===== src/ctl_mode_pkg.sv =====
`default_nettype none

// Shared constants and carriers for the control mode and configuration select block.
package ctl_mode_pkg;

    // Serial frame layout: 12 header bits, 4 address bits, 16 data bits.
    localparam int          FRAME_BITS   = 32;           // Bits in one register access.
    localparam logic [11:0] FRAME_HEADER = 12'h001;      // Eleven zeros then a one.
    localparam int          HDR_MSB      = 31;           // Header top bit in the shift word.
    localparam int          HDR_LSB      = 20;           // Header bottom bit.
    localparam int          ADR_MSB      = 19;           // Address top bit.
    localparam int          ADR_LSB      = 16;           // Address bottom bit.
    localparam int          NUM_REGS     = 9;            // Registers reached over the port.

    // Register addresses.
    localparam logic [3:0] ADDR_CALIBRATION       = 4'h0; // Calibration request.
    localparam logic [3:0] ADDR_MAIN_CONFIGURATION = 4'h1; // Main configuration.
    localparam logic [3:0] ADDR_I_OFFSET_TRIM     = 4'h2; // I channel offset.
    localparam logic [3:0] ADDR_I_FULL_SCALE_TRIM = 4'h3; // I channel full scale.
    localparam logic [3:0] ADDR_EXT_CONFIGURATION = 4'h9; // Extended configuration.
    localparam logic [3:0] ADDR_Q_OFFSET_TRIM     = 4'ha; // Q channel offset.
    localparam logic [3:0] ADDR_Q_FULL_SCALE_TRIM = 4'hb; // Q channel full scale.
    localparam logic [3:0] ADDR_SAMPLE_PHASE_FINE = 4'he; // Fine sample clock phase.
    localparam logic [3:0] ADDR_SAMPLE_PHASE_CM   = 4'hf; // Coarse and intermediate phase.

    // Power-on values of the registers.
    localparam logic [15:0] RST_CALIBRATION       = 16'h7fff; // No calibration request.
    localparam logic [15:0] RST_MAIN_CONFIGURATION = 16'hb2ff; // DDR, 0 deg, high swing, demux.
    localparam logic [15:0] RST_OFFSET_TRIM       = 16'h007f; // Zero offset adjustment.
    localparam logic [15:0] RST_FULL_SCALE_TRIM   = 16'h807f; // Mid code, nominal range.
    localparam logic [15:0] RST_EXT_CONFIGURATION = 16'h007f; // No pattern, trim on, no DES.
    localparam logic [15:0] RST_SAMPLE_PHASE_FINE = 16'h00ff; // No fine adjustment.
    localparam logic [15:0] RST_SAMPLE_PHASE_CM   = 16'h007f; // No coarse or mid adjustment.

    // Field positions.
    localparam int CAL_BIT          = 15; // Calibration request bit.
    localparam int SECOND_CLK_N_BIT = 13; // Second output clock enable, low active.
    localparam int PHASE_SEL_BIT    = 11; // Double-rate clock phase select.
    localparam int RATE_SEL_BIT     = 10; // Data-rate select, low means double rate.
    localparam int SWING_SEL_BIT    = 9;  // Output swing select.
    localparam int EDGE_DEMUX_BIT   = 8;  // Data edge or demultiplex select.
    localparam int TEST_PAT_BIT     = 15; // Test pattern enable.
    localparam int TRIM_DIS_BIT     = 14; // Trim disable, output clock always present.
    localparam int DES_EN_BIT       = 13; // Dual-edge sampling enable.
    localparam int DES_Q_BIT        = 12; // Dual-edge sampling input select, 1 picks Q.
    localparam int TRIM_MSB         = 15; // Top of the 9-bit trim fields.
    localparam int TRIM_LSB         = 7;  // Bottom of the 9-bit trim fields.
    localparam int FINE_MSB         = 15; // Top of the fine phase field.
    localparam int FINE_LSB         = 8;  // Bottom of the fine phase field.

    // Strap-mode full-scale codes, used when the range comes from the strap.
    localparam logic [8:0] FS_STRAP_NORMAL  = 9'h100; // Normal range.
    localparam logic [8:0] FS_STRAP_REDUCED = 9'h000; // Reduced range.

    // Cycles after reset release before the strap mode is taken.
    localparam logic [1:0] STRAP_SETTLE = 2'h3;

    // A pin that may float: its sensed level and a float flag.
    typedef struct packed {
        logic level; // Sensed level when driven.
        logic float; // High while nothing drives the pin.
    } tri_pin_type;

    // One consistent configuration handed downstream.
    typedef struct packed {
        logic       extended;         // Extended control in force.
        logic       single_rate;      // Single data rate output clocking.
        logic       ddr_phase_90;     // Double-rate clock at 90 degrees.
        logic       data_edge_rise;   // Single-rate data changes on rising edge.
        logic       demux_1to2;       // Double-rate output demultiplexed 1:2.
        logic       swing_normal;     // Normal output swing.
        logic       cal_delay_long;   // Long power-on calibration delay.
        logic [8:0] full_scale_i;     // I channel full-scale code.
        logic [8:0] full_scale_q;     // Q channel full-scale code.
        logic       offset_enable;    // Offset trim applied.
        logic [8:0] offset_i;         // I channel offset code.
        logic [8:0] offset_q;         // Q channel offset code.
        logic       des_enable;       // Dual-edge sampling on.
        logic       des_select_q;     // Dual-edge sampling takes Q input.
        logic       test_pattern;     // Test pattern drives data outputs.
        logic       clock_continuous; // Output clock always present.
        logic       second_clock;     // Out-of-range pair carries output clock.
        logic [8:0] phase_coarse_mid; // Coarse and intermediate phase steps.
        logic [7:0] phase_fine;       // Fine phase steps.
    } cfg_type;

endpackage

`default_nettype wire


===== src/control_mode_config_select.sv =====
// Function
// - Mode pin low selects extended control.
// - Full-scale pin may enable extended when mode floats.
// - Extended mode exposes nine serial registers.
// - Data rate from strap or bit 10.
// - Clock phase zero, or bit 11 extended.
// - Standard single-rate edge follows edge strap.
// - Bit 8 picks edge, or demux in double-rate.
// - Swing from strap, or swing bit extended.
// - Calibration delay from strap; extended always short.
// - Full scale shared strap, or per-channel bits 15:7.
// - Offset trim only extended, bits 15:7 per channel.
// - Dual-edge sampling: floating delay strap, or bit 13.
// - Test pattern from bit 15, extended only.
// - Trim disable keeps output clock present, extended only.
// - Second clock on out-of-range pair when bit 13 low.
// - Sample phase coarse/mid and fine from registers.
// - Registers load defaults on power-on reset.
// - Defaults: double rate, 0 deg, high swing, short delay.
// - Defaults: nominal range, no offset, no DES, no pattern.
// - Defaults: trim on, demux 1:2, out-of-range, zero phase.
// - Registers have no effect in standard mode.
// - Demux meaning of bit 8 only in double rate.
`default_nettype none

module control_mode_config_select (
    input  wire logic                      clk_sys,      // System clock, 250 MHz.
    input  wire logic                      nrst,         // Power-on reset, low active.
    input  wire ctl_mode_pkg::tri_pin_type mode_pin,     // Primary control mode pin.
    input  wire ctl_mode_pkg::tri_pin_type mode_alt_pin, // Secondary mode qualifying pin.
    input  wire ctl_mode_pkg::tri_pin_type fs_pin,       // Full-scale strap, also mode pin.
    input  wire ctl_mode_pkg::tri_pin_type rate_pin,     // Edge strap; floating means DDR.
    input  wire ctl_mode_pkg::tri_pin_type delay_pin,    // Cal delay strap; floating means DES.
    input  wire logic                      swing_pin,    // Output swing strap.
    input  wire logic                      sclk,         // Serial clock from host.
    input  wire logic                      sdata,        // Serial data from host.
    input  wire logic                      scs_n,        // Serial chip select, low active.
    output var  ctl_mode_pkg::cfg_type     cfg_q,        // Selected configuration.
    output logic                           cal_req_q,    // One-cycle calibration request.
    output logic                           mode_valid_q  // Strap mode has been latched.
);
    import ctl_mode_pkg::*;

    // Two-stage synchronisers for every pin; stage one feeds only stage two.
    logic [13:0] pin_meta_q;   // First synchroniser stage.
    logic [13:0] pin_sync_q;   // Second synchroniser stage, safe to read.
    logic        sclk_prev_q;  // Last synchronised serial clock for edge finding.

    // Strap mode capture.
    logic [1:0]  settle_q;     // Counts cycles after reset release.
    logic        ext_mode_q;   // Latched extended control mode.
    logic        ext_mode_d;   // Mode decoded from synchronised pins.

    // Serial receiver.
    logic [31:0] shift_q;      // Incoming frame, newest bit at bit 0.
    logic [4:0]  bit_cnt_q;    // Bits of the current frame taken so far.
    logic [31:0] shift_d;      // Shift word including the bit now arriving.
    logic        sclk_rise;    // Rising serial clock edge seen this cycle.
    logic        frame_done;   // Thirty-second bit arriving this cycle.
    logic        frame_ok;     // Completed frame carries a good header.

    // Register file.
    logic [15:0] reg_main_q;   // Main configuration register.
    logic [15:0] reg_ioff_q;   // I offset trim register.
    logic [15:0] reg_ifs_q;    // I full-scale trim register.
    logic [15:0] reg_ext_q;    // Extended configuration register.
    logic [15:0] reg_qoff_q;   // Q offset trim register.
    logic [15:0] reg_qfs_q;    // Q full-scale trim register.
    logic [15:0] reg_fine_q;   // Fine sample phase register.
    logic [15:0] reg_cm_q;     // Coarse and intermediate sample phase register.

    // Synchronised views of the pins.
    tri_pin_type mode_s;       // Primary mode pin.
    tri_pin_type alt_s;        // Secondary mode pin.
    tri_pin_type fs_s;         // Full-scale pin.
    tri_pin_type rate_s;       // Edge and rate strap.
    tri_pin_type delay_s;      // Delay and DES strap.
    logic        swing_s;      // Swing strap.
    logic        sclk_s;       // Serial clock.
    logic        sdata_s;      // Serial data.
    logic        scs_n_s;      // Serial chip select.

    // Configuration candidates.
    cfg_type     strap_cfg;    // Configuration built from straps.
    cfg_type     reg_cfg;      // Configuration built from registers.
    cfg_type     cfg_d;        // Configuration chosen by mode.

    // All pins pass two flops because the host drives them from its own timing.
    always_ff @(posedge clk_sys or negedge nrst) begin
        if (!nrst) begin
            // Chip select rests high in both stages, so no frame opens at release.
            pin_meta_q <= 14'h2000;
            pin_sync_q <= 14'h2000;
        end else begin
            pin_meta_q <= {scs_n, sdata, sclk, swing_pin, delay_pin, rate_pin,
                           fs_pin, mode_alt_pin, mode_pin};
            pin_sync_q <= pin_meta_q;
        end
    end

    // Unpack the synchronised pins.
    assign mode_s  = pin_sync_q[1:0];
    assign alt_s   = pin_sync_q[3:2];
    assign fs_s    = pin_sync_q[5:4];
    assign rate_s  = pin_sync_q[7:6];
    assign delay_s = pin_sync_q[9:8];
    assign swing_s = pin_sync_q[10];
    assign sclk_s  = pin_sync_q[11];
    assign sdata_s = pin_sync_q[12];
    assign scs_n_s = pin_sync_q[13];

    // Mode decode from the strap pins.
    always_comb begin
        ext_mode_d = 1'b0;
        if (!mode_s.float) begin
            ext_mode_d = !mode_s.level;
        end else if (alt_s.float || alt_s.level) begin
            ext_mode_d = fs_s.float;
        end
    end

    // Strap mode is caught once the synchronisers have filled after reset.
    // The host keeps it fixed, so it is taken once and never re-read.
    always_ff @(posedge clk_sys or negedge nrst) begin
        if (!nrst) begin
            settle_q     <= 2'h0;
            ext_mode_q   <= 1'b0;
            mode_valid_q <= 1'b0;
        end else if (!mode_valid_q) begin
            settle_q <= settle_q + 2'h1;
            if (settle_q == STRAP_SETTLE) begin
                ext_mode_q   <= ext_mode_d;
                mode_valid_q <= 1'b1;
            end
        end
    end

    // Serial clock edge and frame assembly; data is taken on the rising edge.
    assign sclk_rise  = sclk_s && !sclk_prev_q;
    assign shift_d    = {shift_q[30:0], sdata_s};
    assign frame_done = sclk_rise && !scs_n_s && (bit_cnt_q == 5'(FRAME_BITS - 1));
    assign frame_ok   = (shift_d[HDR_MSB:HDR_LSB] == FRAME_HEADER);

    // The port listens only in extended mode; chip select high restarts a frame.
    // A frame may follow the last at once, starting on the thirty-third clock.
    always_ff @(posedge clk_sys or negedge nrst) begin
        if (!nrst) begin
            sclk_prev_q <= 1'b0;
            shift_q     <= 32'h0000_0000;
            bit_cnt_q   <= 5'h00;
        end else begin
            sclk_prev_q <= sclk_s;
            if (scs_n_s || !ext_mode_q) begin
                bit_cnt_q <= 5'h00;
            end else if (sclk_rise) begin
                shift_q   <= shift_d;
                bit_cnt_q <= bit_cnt_q + 5'h01;
            end
        end
    end

    // Register writes; reset loads the extended-mode defaults with no host action.
    always_ff @(posedge clk_sys or negedge nrst) begin
        if (!nrst) begin
            reg_main_q <= RST_MAIN_CONFIGURATION;
            reg_ioff_q <= RST_OFFSET_TRIM;
            reg_ifs_q  <= RST_FULL_SCALE_TRIM;
            reg_ext_q  <= RST_EXT_CONFIGURATION;
            reg_qoff_q <= RST_OFFSET_TRIM;
            reg_qfs_q  <= RST_FULL_SCALE_TRIM;
            reg_fine_q <= RST_SAMPLE_PHASE_FINE;
            reg_cm_q   <= RST_SAMPLE_PHASE_CM;
        end else if (frame_done && frame_ok) begin
            case (shift_d[ADR_MSB:ADR_LSB])
                ADDR_MAIN_CONFIGURATION: reg_main_q <= shift_d[15:0];
                ADDR_I_OFFSET_TRIM:      reg_ioff_q <= shift_d[15:0];
                ADDR_I_FULL_SCALE_TRIM:  reg_ifs_q  <= shift_d[15:0];
                ADDR_EXT_CONFIGURATION:  reg_ext_q  <= shift_d[15:0];
                ADDR_Q_OFFSET_TRIM:      reg_qoff_q <= shift_d[15:0];
                ADDR_Q_FULL_SCALE_TRIM:  reg_qfs_q  <= shift_d[15:0];
                ADDR_SAMPLE_PHASE_FINE:  reg_fine_q <= shift_d[15:0];
                ADDR_SAMPLE_PHASE_CM:    reg_cm_q   <= shift_d[15:0];
                default: begin
                    // Calibration and reserved addresses store nothing.
                end
            endcase
        end
    end

    // A write of the calibration bit gives one request pulse; it stores nothing.
    always_ff @(posedge clk_sys or negedge nrst) begin
        if (!nrst) begin
            cal_req_q <= 1'b0;
        end else begin
            cal_req_q <= frame_done && frame_ok && shift_d[CAL_BIT]
                         && (shift_d[ADR_MSB:ADR_LSB] == ADDR_CALIBRATION);
        end
    end

    // Strap-derived configuration; options without a strap stay off, except 1:2 demux, which is on.
    always_comb begin
        strap_cfg                  = '0;
        strap_cfg.single_rate      = !rate_s.float;
        strap_cfg.ddr_phase_90     = 1'b0;
        strap_cfg.data_edge_rise   = rate_s.level;
        strap_cfg.demux_1to2       = 1'b1;
        strap_cfg.swing_normal     = swing_s;
        strap_cfg.cal_delay_long   = !delay_s.float && delay_s.level;
        strap_cfg.full_scale_i     = fs_s.level ? FS_STRAP_NORMAL : FS_STRAP_REDUCED;
        strap_cfg.full_scale_q     = strap_cfg.full_scale_i;
        strap_cfg.offset_enable    = 1'b0;
        strap_cfg.des_enable       = delay_s.float;
        strap_cfg.des_select_q     = 1'b0;
        strap_cfg.test_pattern     = 1'b0;
        strap_cfg.clock_continuous = 1'b0;
        strap_cfg.second_clock     = 1'b0;
    end

    // Register-derived configuration for extended mode.
    always_comb begin
        reg_cfg                  = '0;
        reg_cfg.extended         = 1'b1;
        reg_cfg.single_rate      = reg_main_q[RATE_SEL_BIT];
        reg_cfg.ddr_phase_90     = reg_main_q[PHASE_SEL_BIT];
        // Bit 8 is the edge in single rate and the demux choice in double rate.
        reg_cfg.data_edge_rise   = reg_main_q[EDGE_DEMUX_BIT];
        reg_cfg.demux_1to2       = !reg_main_q[RATE_SEL_BIT]
                                   && !reg_main_q[EDGE_DEMUX_BIT];
        reg_cfg.swing_normal     = reg_main_q[SWING_SEL_BIT];
        reg_cfg.cal_delay_long   = 1'b0;
        reg_cfg.full_scale_i     = reg_ifs_q[TRIM_MSB:TRIM_LSB];
        reg_cfg.full_scale_q     = reg_qfs_q[TRIM_MSB:TRIM_LSB];
        reg_cfg.offset_enable    = 1'b1;
        reg_cfg.offset_i         = reg_ioff_q[TRIM_MSB:TRIM_LSB];
        reg_cfg.offset_q         = reg_qoff_q[TRIM_MSB:TRIM_LSB];
        reg_cfg.des_enable       = reg_ext_q[DES_EN_BIT];
        reg_cfg.des_select_q     = reg_ext_q[DES_Q_BIT];
        reg_cfg.test_pattern     = reg_ext_q[TEST_PAT_BIT];
        reg_cfg.clock_continuous = reg_ext_q[TRIM_DIS_BIT];
        reg_cfg.second_clock     = !reg_main_q[SECOND_CLK_N_BIT];
        reg_cfg.phase_coarse_mid = reg_cm_q[TRIM_MSB:TRIM_LSB];
        reg_cfg.phase_fine       = reg_fine_q[FINE_MSB:FINE_LSB];
    end

    // One mux picks a whole configuration, so no feature mixes the two sources.
    // Register values cannot leak through while standard mode is latched.
    assign cfg_d = ext_mode_q ? reg_cfg : strap_cfg;

    // Output register; reset and the wait for the strap mode hold every field at zero.
    always_ff @(posedge clk_sys or negedge nrst) begin
        if (!nrst) begin
            cfg_q <= '0;
        end else if (!mode_valid_q) begin
            cfg_q <= '0;
        end else begin
            cfg_q <= cfg_d;
        end
    end

endmodule

`default_nettype wire


===== config.mk =====
export PLATFORM = sky130hd
export DESIGN_NAME = control_mode_config_select
export DESIGN_NICKNAME = d
export VERILOG_FILES = /design/src/ctl_mode_pkg.sv /design/src/control_mode_config_select.sv
export SDC_FILE = /design/constraint.sdc
export NUM_CORES = 1
export LEC_CHECK = 0
export ABC_AREA = 0
export BUFFER_PORTS_ARGS = -buffer_cell sky130_fd_sc_hd__buf_2
export CAP_MARGIN = 30
export CORE_AREA = 2 2 128 130
export CTS_CLUSTER_SIZE = 30
export DETAILED_ROUTE_END_ITERATION = 10
export DIE_AREA = 0 0 130 132
export SYNTH_ARGS = -nofsm -noshare
export SYNTH_HDL_FRONTEND = slang
export SYNTH_SLANG_ARGS = --single-unit

===== constraint.sdc =====
create_clock -name clk_sys -period 4.8 [get_ports clk_sys]
set_input_delay 0.24 -clock clk_sys [delete_from_list [all_inputs] [get_ports clk_sys]]
set_output_delay 0.24 -clock clk_sys [all_outputs]
set_load 0.01 [all_outputs]

==> qor.txt <==
Status -> complete, no violations
Hold WS -> 0.3486 ns
Detailed-route DRC error count -> 0
Setup TNS -> 0 ns
CP arrival -> 3.31 ns
WL per Instance -> 15.54 um
GR Layer Usage met2 -> 24.03%
Die Span Y -> 132 um
CTS clk-pin slew, worst paths -> 0.07 ns
First-pass GRT wire length -> 19910 um
Routed via count -> 3668
Leakage Power -> 4.464 nW
Sequential share of the synthesized area -> 71.05%
Worst path slowest cell -> or4b_2
Clock Sinks -> 197
CTS tree -> done
# rows -> 46
Clk Tree Root Cell -> clkbuf_16
GPL Wtd Cong -> 0.7360
Synth area leaders -> dfrtp_1 (69%), mux2_2 (15%), and3_1 (5.0%)
Final Slew Violations -> 0
Drt first pass iters -> 4
Antenna Violating Nets Remaining -> 0
Rel. slew slack -> 50.19%
Syn nets -> 455
Post-CTS Repair Setup Buffers -> 0
Initial antenna violation count -> 0
Largest area contributor in the netlist -> dfrtp_1
Placed cells -> 715
RSZ-0062 raised after global routing -> false
CP peak stage delay -> 0.65 ns
Placed cell area -> 7570 um^2
Number of vias per cell -> 4.814
Clock Path Buffers -> 2
Total power -> 3.200 mW
DR iter-0 viols -> 141
Ys Warns -> 0
Max VDD drop -> 0.2727 mV
Die width -> 130 um
Post-layout minimum cycle time -> 3.012 ns
GRT Overall Usage -> 15.12%
F_max -> 332.0 MHz
Pre-CTS setup slack -> 1.799 ns
Die ar. -> 17160 um^2
Crit path launch type -> flop
Final Util -> 52.91%
Mapped Avg Cell Area -> 15.94 um^2
# nets final -> 552
Port Buf Inserts -> 83
Final Hold Fails -> 0
H-tree levels -> 4
Clock Latency Late Sink -> 0.43 ns
CP most frequent cell -> ha_1
Cell Area, Synth -> 6949 um^2
Layout cells sized above 1 -> 42.12%
PD cells -> 384.8 nW/um^2
Setup ws final -> 1.788 ns
Setup Viol. Count Final -> 0
Final Cycle Share -> 62.75%
# diodes -> 0
Crit Path Max Fanout -> 9
Crit path kind -> flop to flop
Total gr overflow -> 0
HPWL after DPL -> 7449 um
Layout area overhead -> 19.64%
Area share of the largest cell type after synthesis -> 68.78%
Met3 GRT Util -> 3.774%
Cell count after synthesis -> 436
Max-Cap Viols -> 0
Largest net degree at the start of global routing -> 100
Starting density of the core -> 44.23%
Unique masters post-synth -> 34
IO Count -> 84
Vias in the first global route -> 3807
Worst Tran Pin Value -> 0.7472 ns
Finished Layout Cells -> 762
Most utilized layer in the global route result -> met2
CP endpoint kind -> flop
Total CTS buffers -> 17
Critical path required time -> 5.10 ns
Post-layout instance area -> 8314 um^2
Met1 usage -> 20.33%
Setup Skew -> 0.01553 ns
Critical path cell sequence -> ha_1 > and3_1 > ha_1 > or4b_2 > nor4b_4 > and4_2 > mux2_2
Core area -> 15710 um^2
Seq cells post-synth -> 197
DRT Wirelength -> 11840 um
Min-delay worst type -> flop to flop
cells in the final DEF (no fill, tap or decap), types with 2 or more instances in the layout:
master | synthesis | layout
or4b_2 | 2 | 2
nand3_2 | 2 | 2
clkbuf_1 | 19 | 2
bufinv_16 | 0 | 2
clkinvlp_4 | 0 | 2
mux2_2 | 95 | 95
mux2i_1 | 5 | 5
clkbuf_16 | 0 | 17
nor2_1 | 7 | 7
and3_1 | 56 | 56
nand2_1 | 4 | 4
inv_6 | 0 | 2
nand2b_1 | 2 | 2
nor4b_1 | 2 | 2
nor2b_1 | 9 | 9
dlygate4sd3_1 | 0 | 15
xor2_1 | 2 | 2
dfrtp_1 | 191 | 191
nand3_1 | 2 | 2
o21ai_0 | 3 | 3
clkinv_2 | 0 | 2
clkbuf_8 | 0 | 4
xnor2_1 | 2 | 2
and4_1 | 2 | 2
dfstp_2 | 6 | 6
ha_1 | 3 | 3
buf_2 | 0 | 82
a21boi_0 | 2 | 2
and2_1 | 3 | 3
and4_2 | 2 | 2
buf_4 | 2 | 5
clkinv_4 | 0 | 2
critical path, delay by kind of cell (launching register included):
family	cells	cell delay, ns
DFF	1	0.40
adders and majority gates	2	0.31
muxes	1	0.36
and+or+nand+nor	4	1.81
layout make-up:
type	instances	area [um^2]
sequential	197	4937
multi-input combinational	214	1901
timing repair buffer	103	611.8
clock inverter	10	120.1
fill	1333	7398
clock buffer	22	474.2
tap	216	270.3
power by group:
| group | internal [mW] | switching (mW) |
|---|---|---|
| logic | 0.0364 | 0.0587 |
| registers | 1.69 | 0.0113 |
| clock network | 0.813 | 0.589 |
what timing repair did:
action,CTS,global route
resized for setup,0,0
hold buffers,15,0
endpoints found under the hold margin,107,0
final timing paths:
kind	depth (start not counted)	slack, ns	start	to
min in group asynchronous	2	0.47	nrst	cfg_q[36]
setup / recovery	7	1.79	bit_cnt_q[0]	reg_qfs_q[12]
max in group asynchronous	3	3.21	nrst	shift_q[5]
setup reg to reg	7	1.79	bit_cnt_q[0]	reg_qfs_q[12]
hold / removal	0	0.35	pin_meta_q[12]	pin_sync_q[12]
hold reg to reg	0	0.35	pin_meta_q[12]	pin_sync_q[12]
synth_stat cells:
| library cell | count |
|---|---|
| or4_1 | 1 |
| nand4_1 | 1 |
| nor4b_1 | 2 |
| o211ai_1 | 1 |
| o21ai_0 | 3 |
| buf_1 | 2 |
| mux2i_1 | 5 |
| nand4_2 | 1 |
| and2_1 | 3 |
| nand3_2 | 2 |
| and4_2 | 2 |
| and4_1 | 2 |
| mux2_2 | 95 |
| nor3b_1 | 1 |
| nor2_1 | 7 |
| and2_2 | 1 |
| nand2_1 | 4 |
| a21boi_0 | 2 |
| dfstp_2 | 6 |
| xor2_1 | 2 |
| clkbuf_1 | 19 |
| buf_4 | 2 |
| dfrtp_1 | 191 |
| or4b_2 | 2 |
| ha_1 | 3 |
| or2_2 | 1 |
| nor4b_4 | 1 |
| nand3_1 | 2 |
| and3_1 | 56 |
| nor4bb_1 | 1 |
| buf_6 | 2 |
| xnor2_1 | 2 |
| nand2b_1 | 2 |
| nor2b_1 | 9 |
state kept, by name, summed over array words and instances (netlist names):
register,cells
reg_qoff_q,9
mode_valid_q,1
cfg_q,65
reg_ext_q,4
reg_cm_q,9
reg_ioff_q,9
pin_sync_q,14
cal_req_q,1
shift_q,31
reg_fine_q,8
settle_q,2
ext_mode_q,1
reg_qfs_q,9
reg_main_q,5
reg_ifs_q,9
pin_meta_q,14
bit_cnt_q,5
sclk_prev_q,1
cell families after synthesis:
family,after synthesis,share of synthesized area (%)
AND/OR/NAND/NOR,101,9.579
multiplexers,100,16.11
AO/OA/AOI/OAI,6,0.5401
flip-flops,197,71.05
buffers and inverters,25,1.674
adder cells (fa/ha/maj),3,0.5402
XOR/XNOR,4,0.5042
metal layers:
| metal | up-vias | part of all wire (%) |
|---|---|---|
| li1 | 1705 | - |
| met4 | 0 | 1.1 |
| met5 | - | 0 |
| met1 | 1881 | 46 |
| met3 | 10 | 3.3 |
| met2 | 72 | 49 |
(Power assumes the default switching activity.)
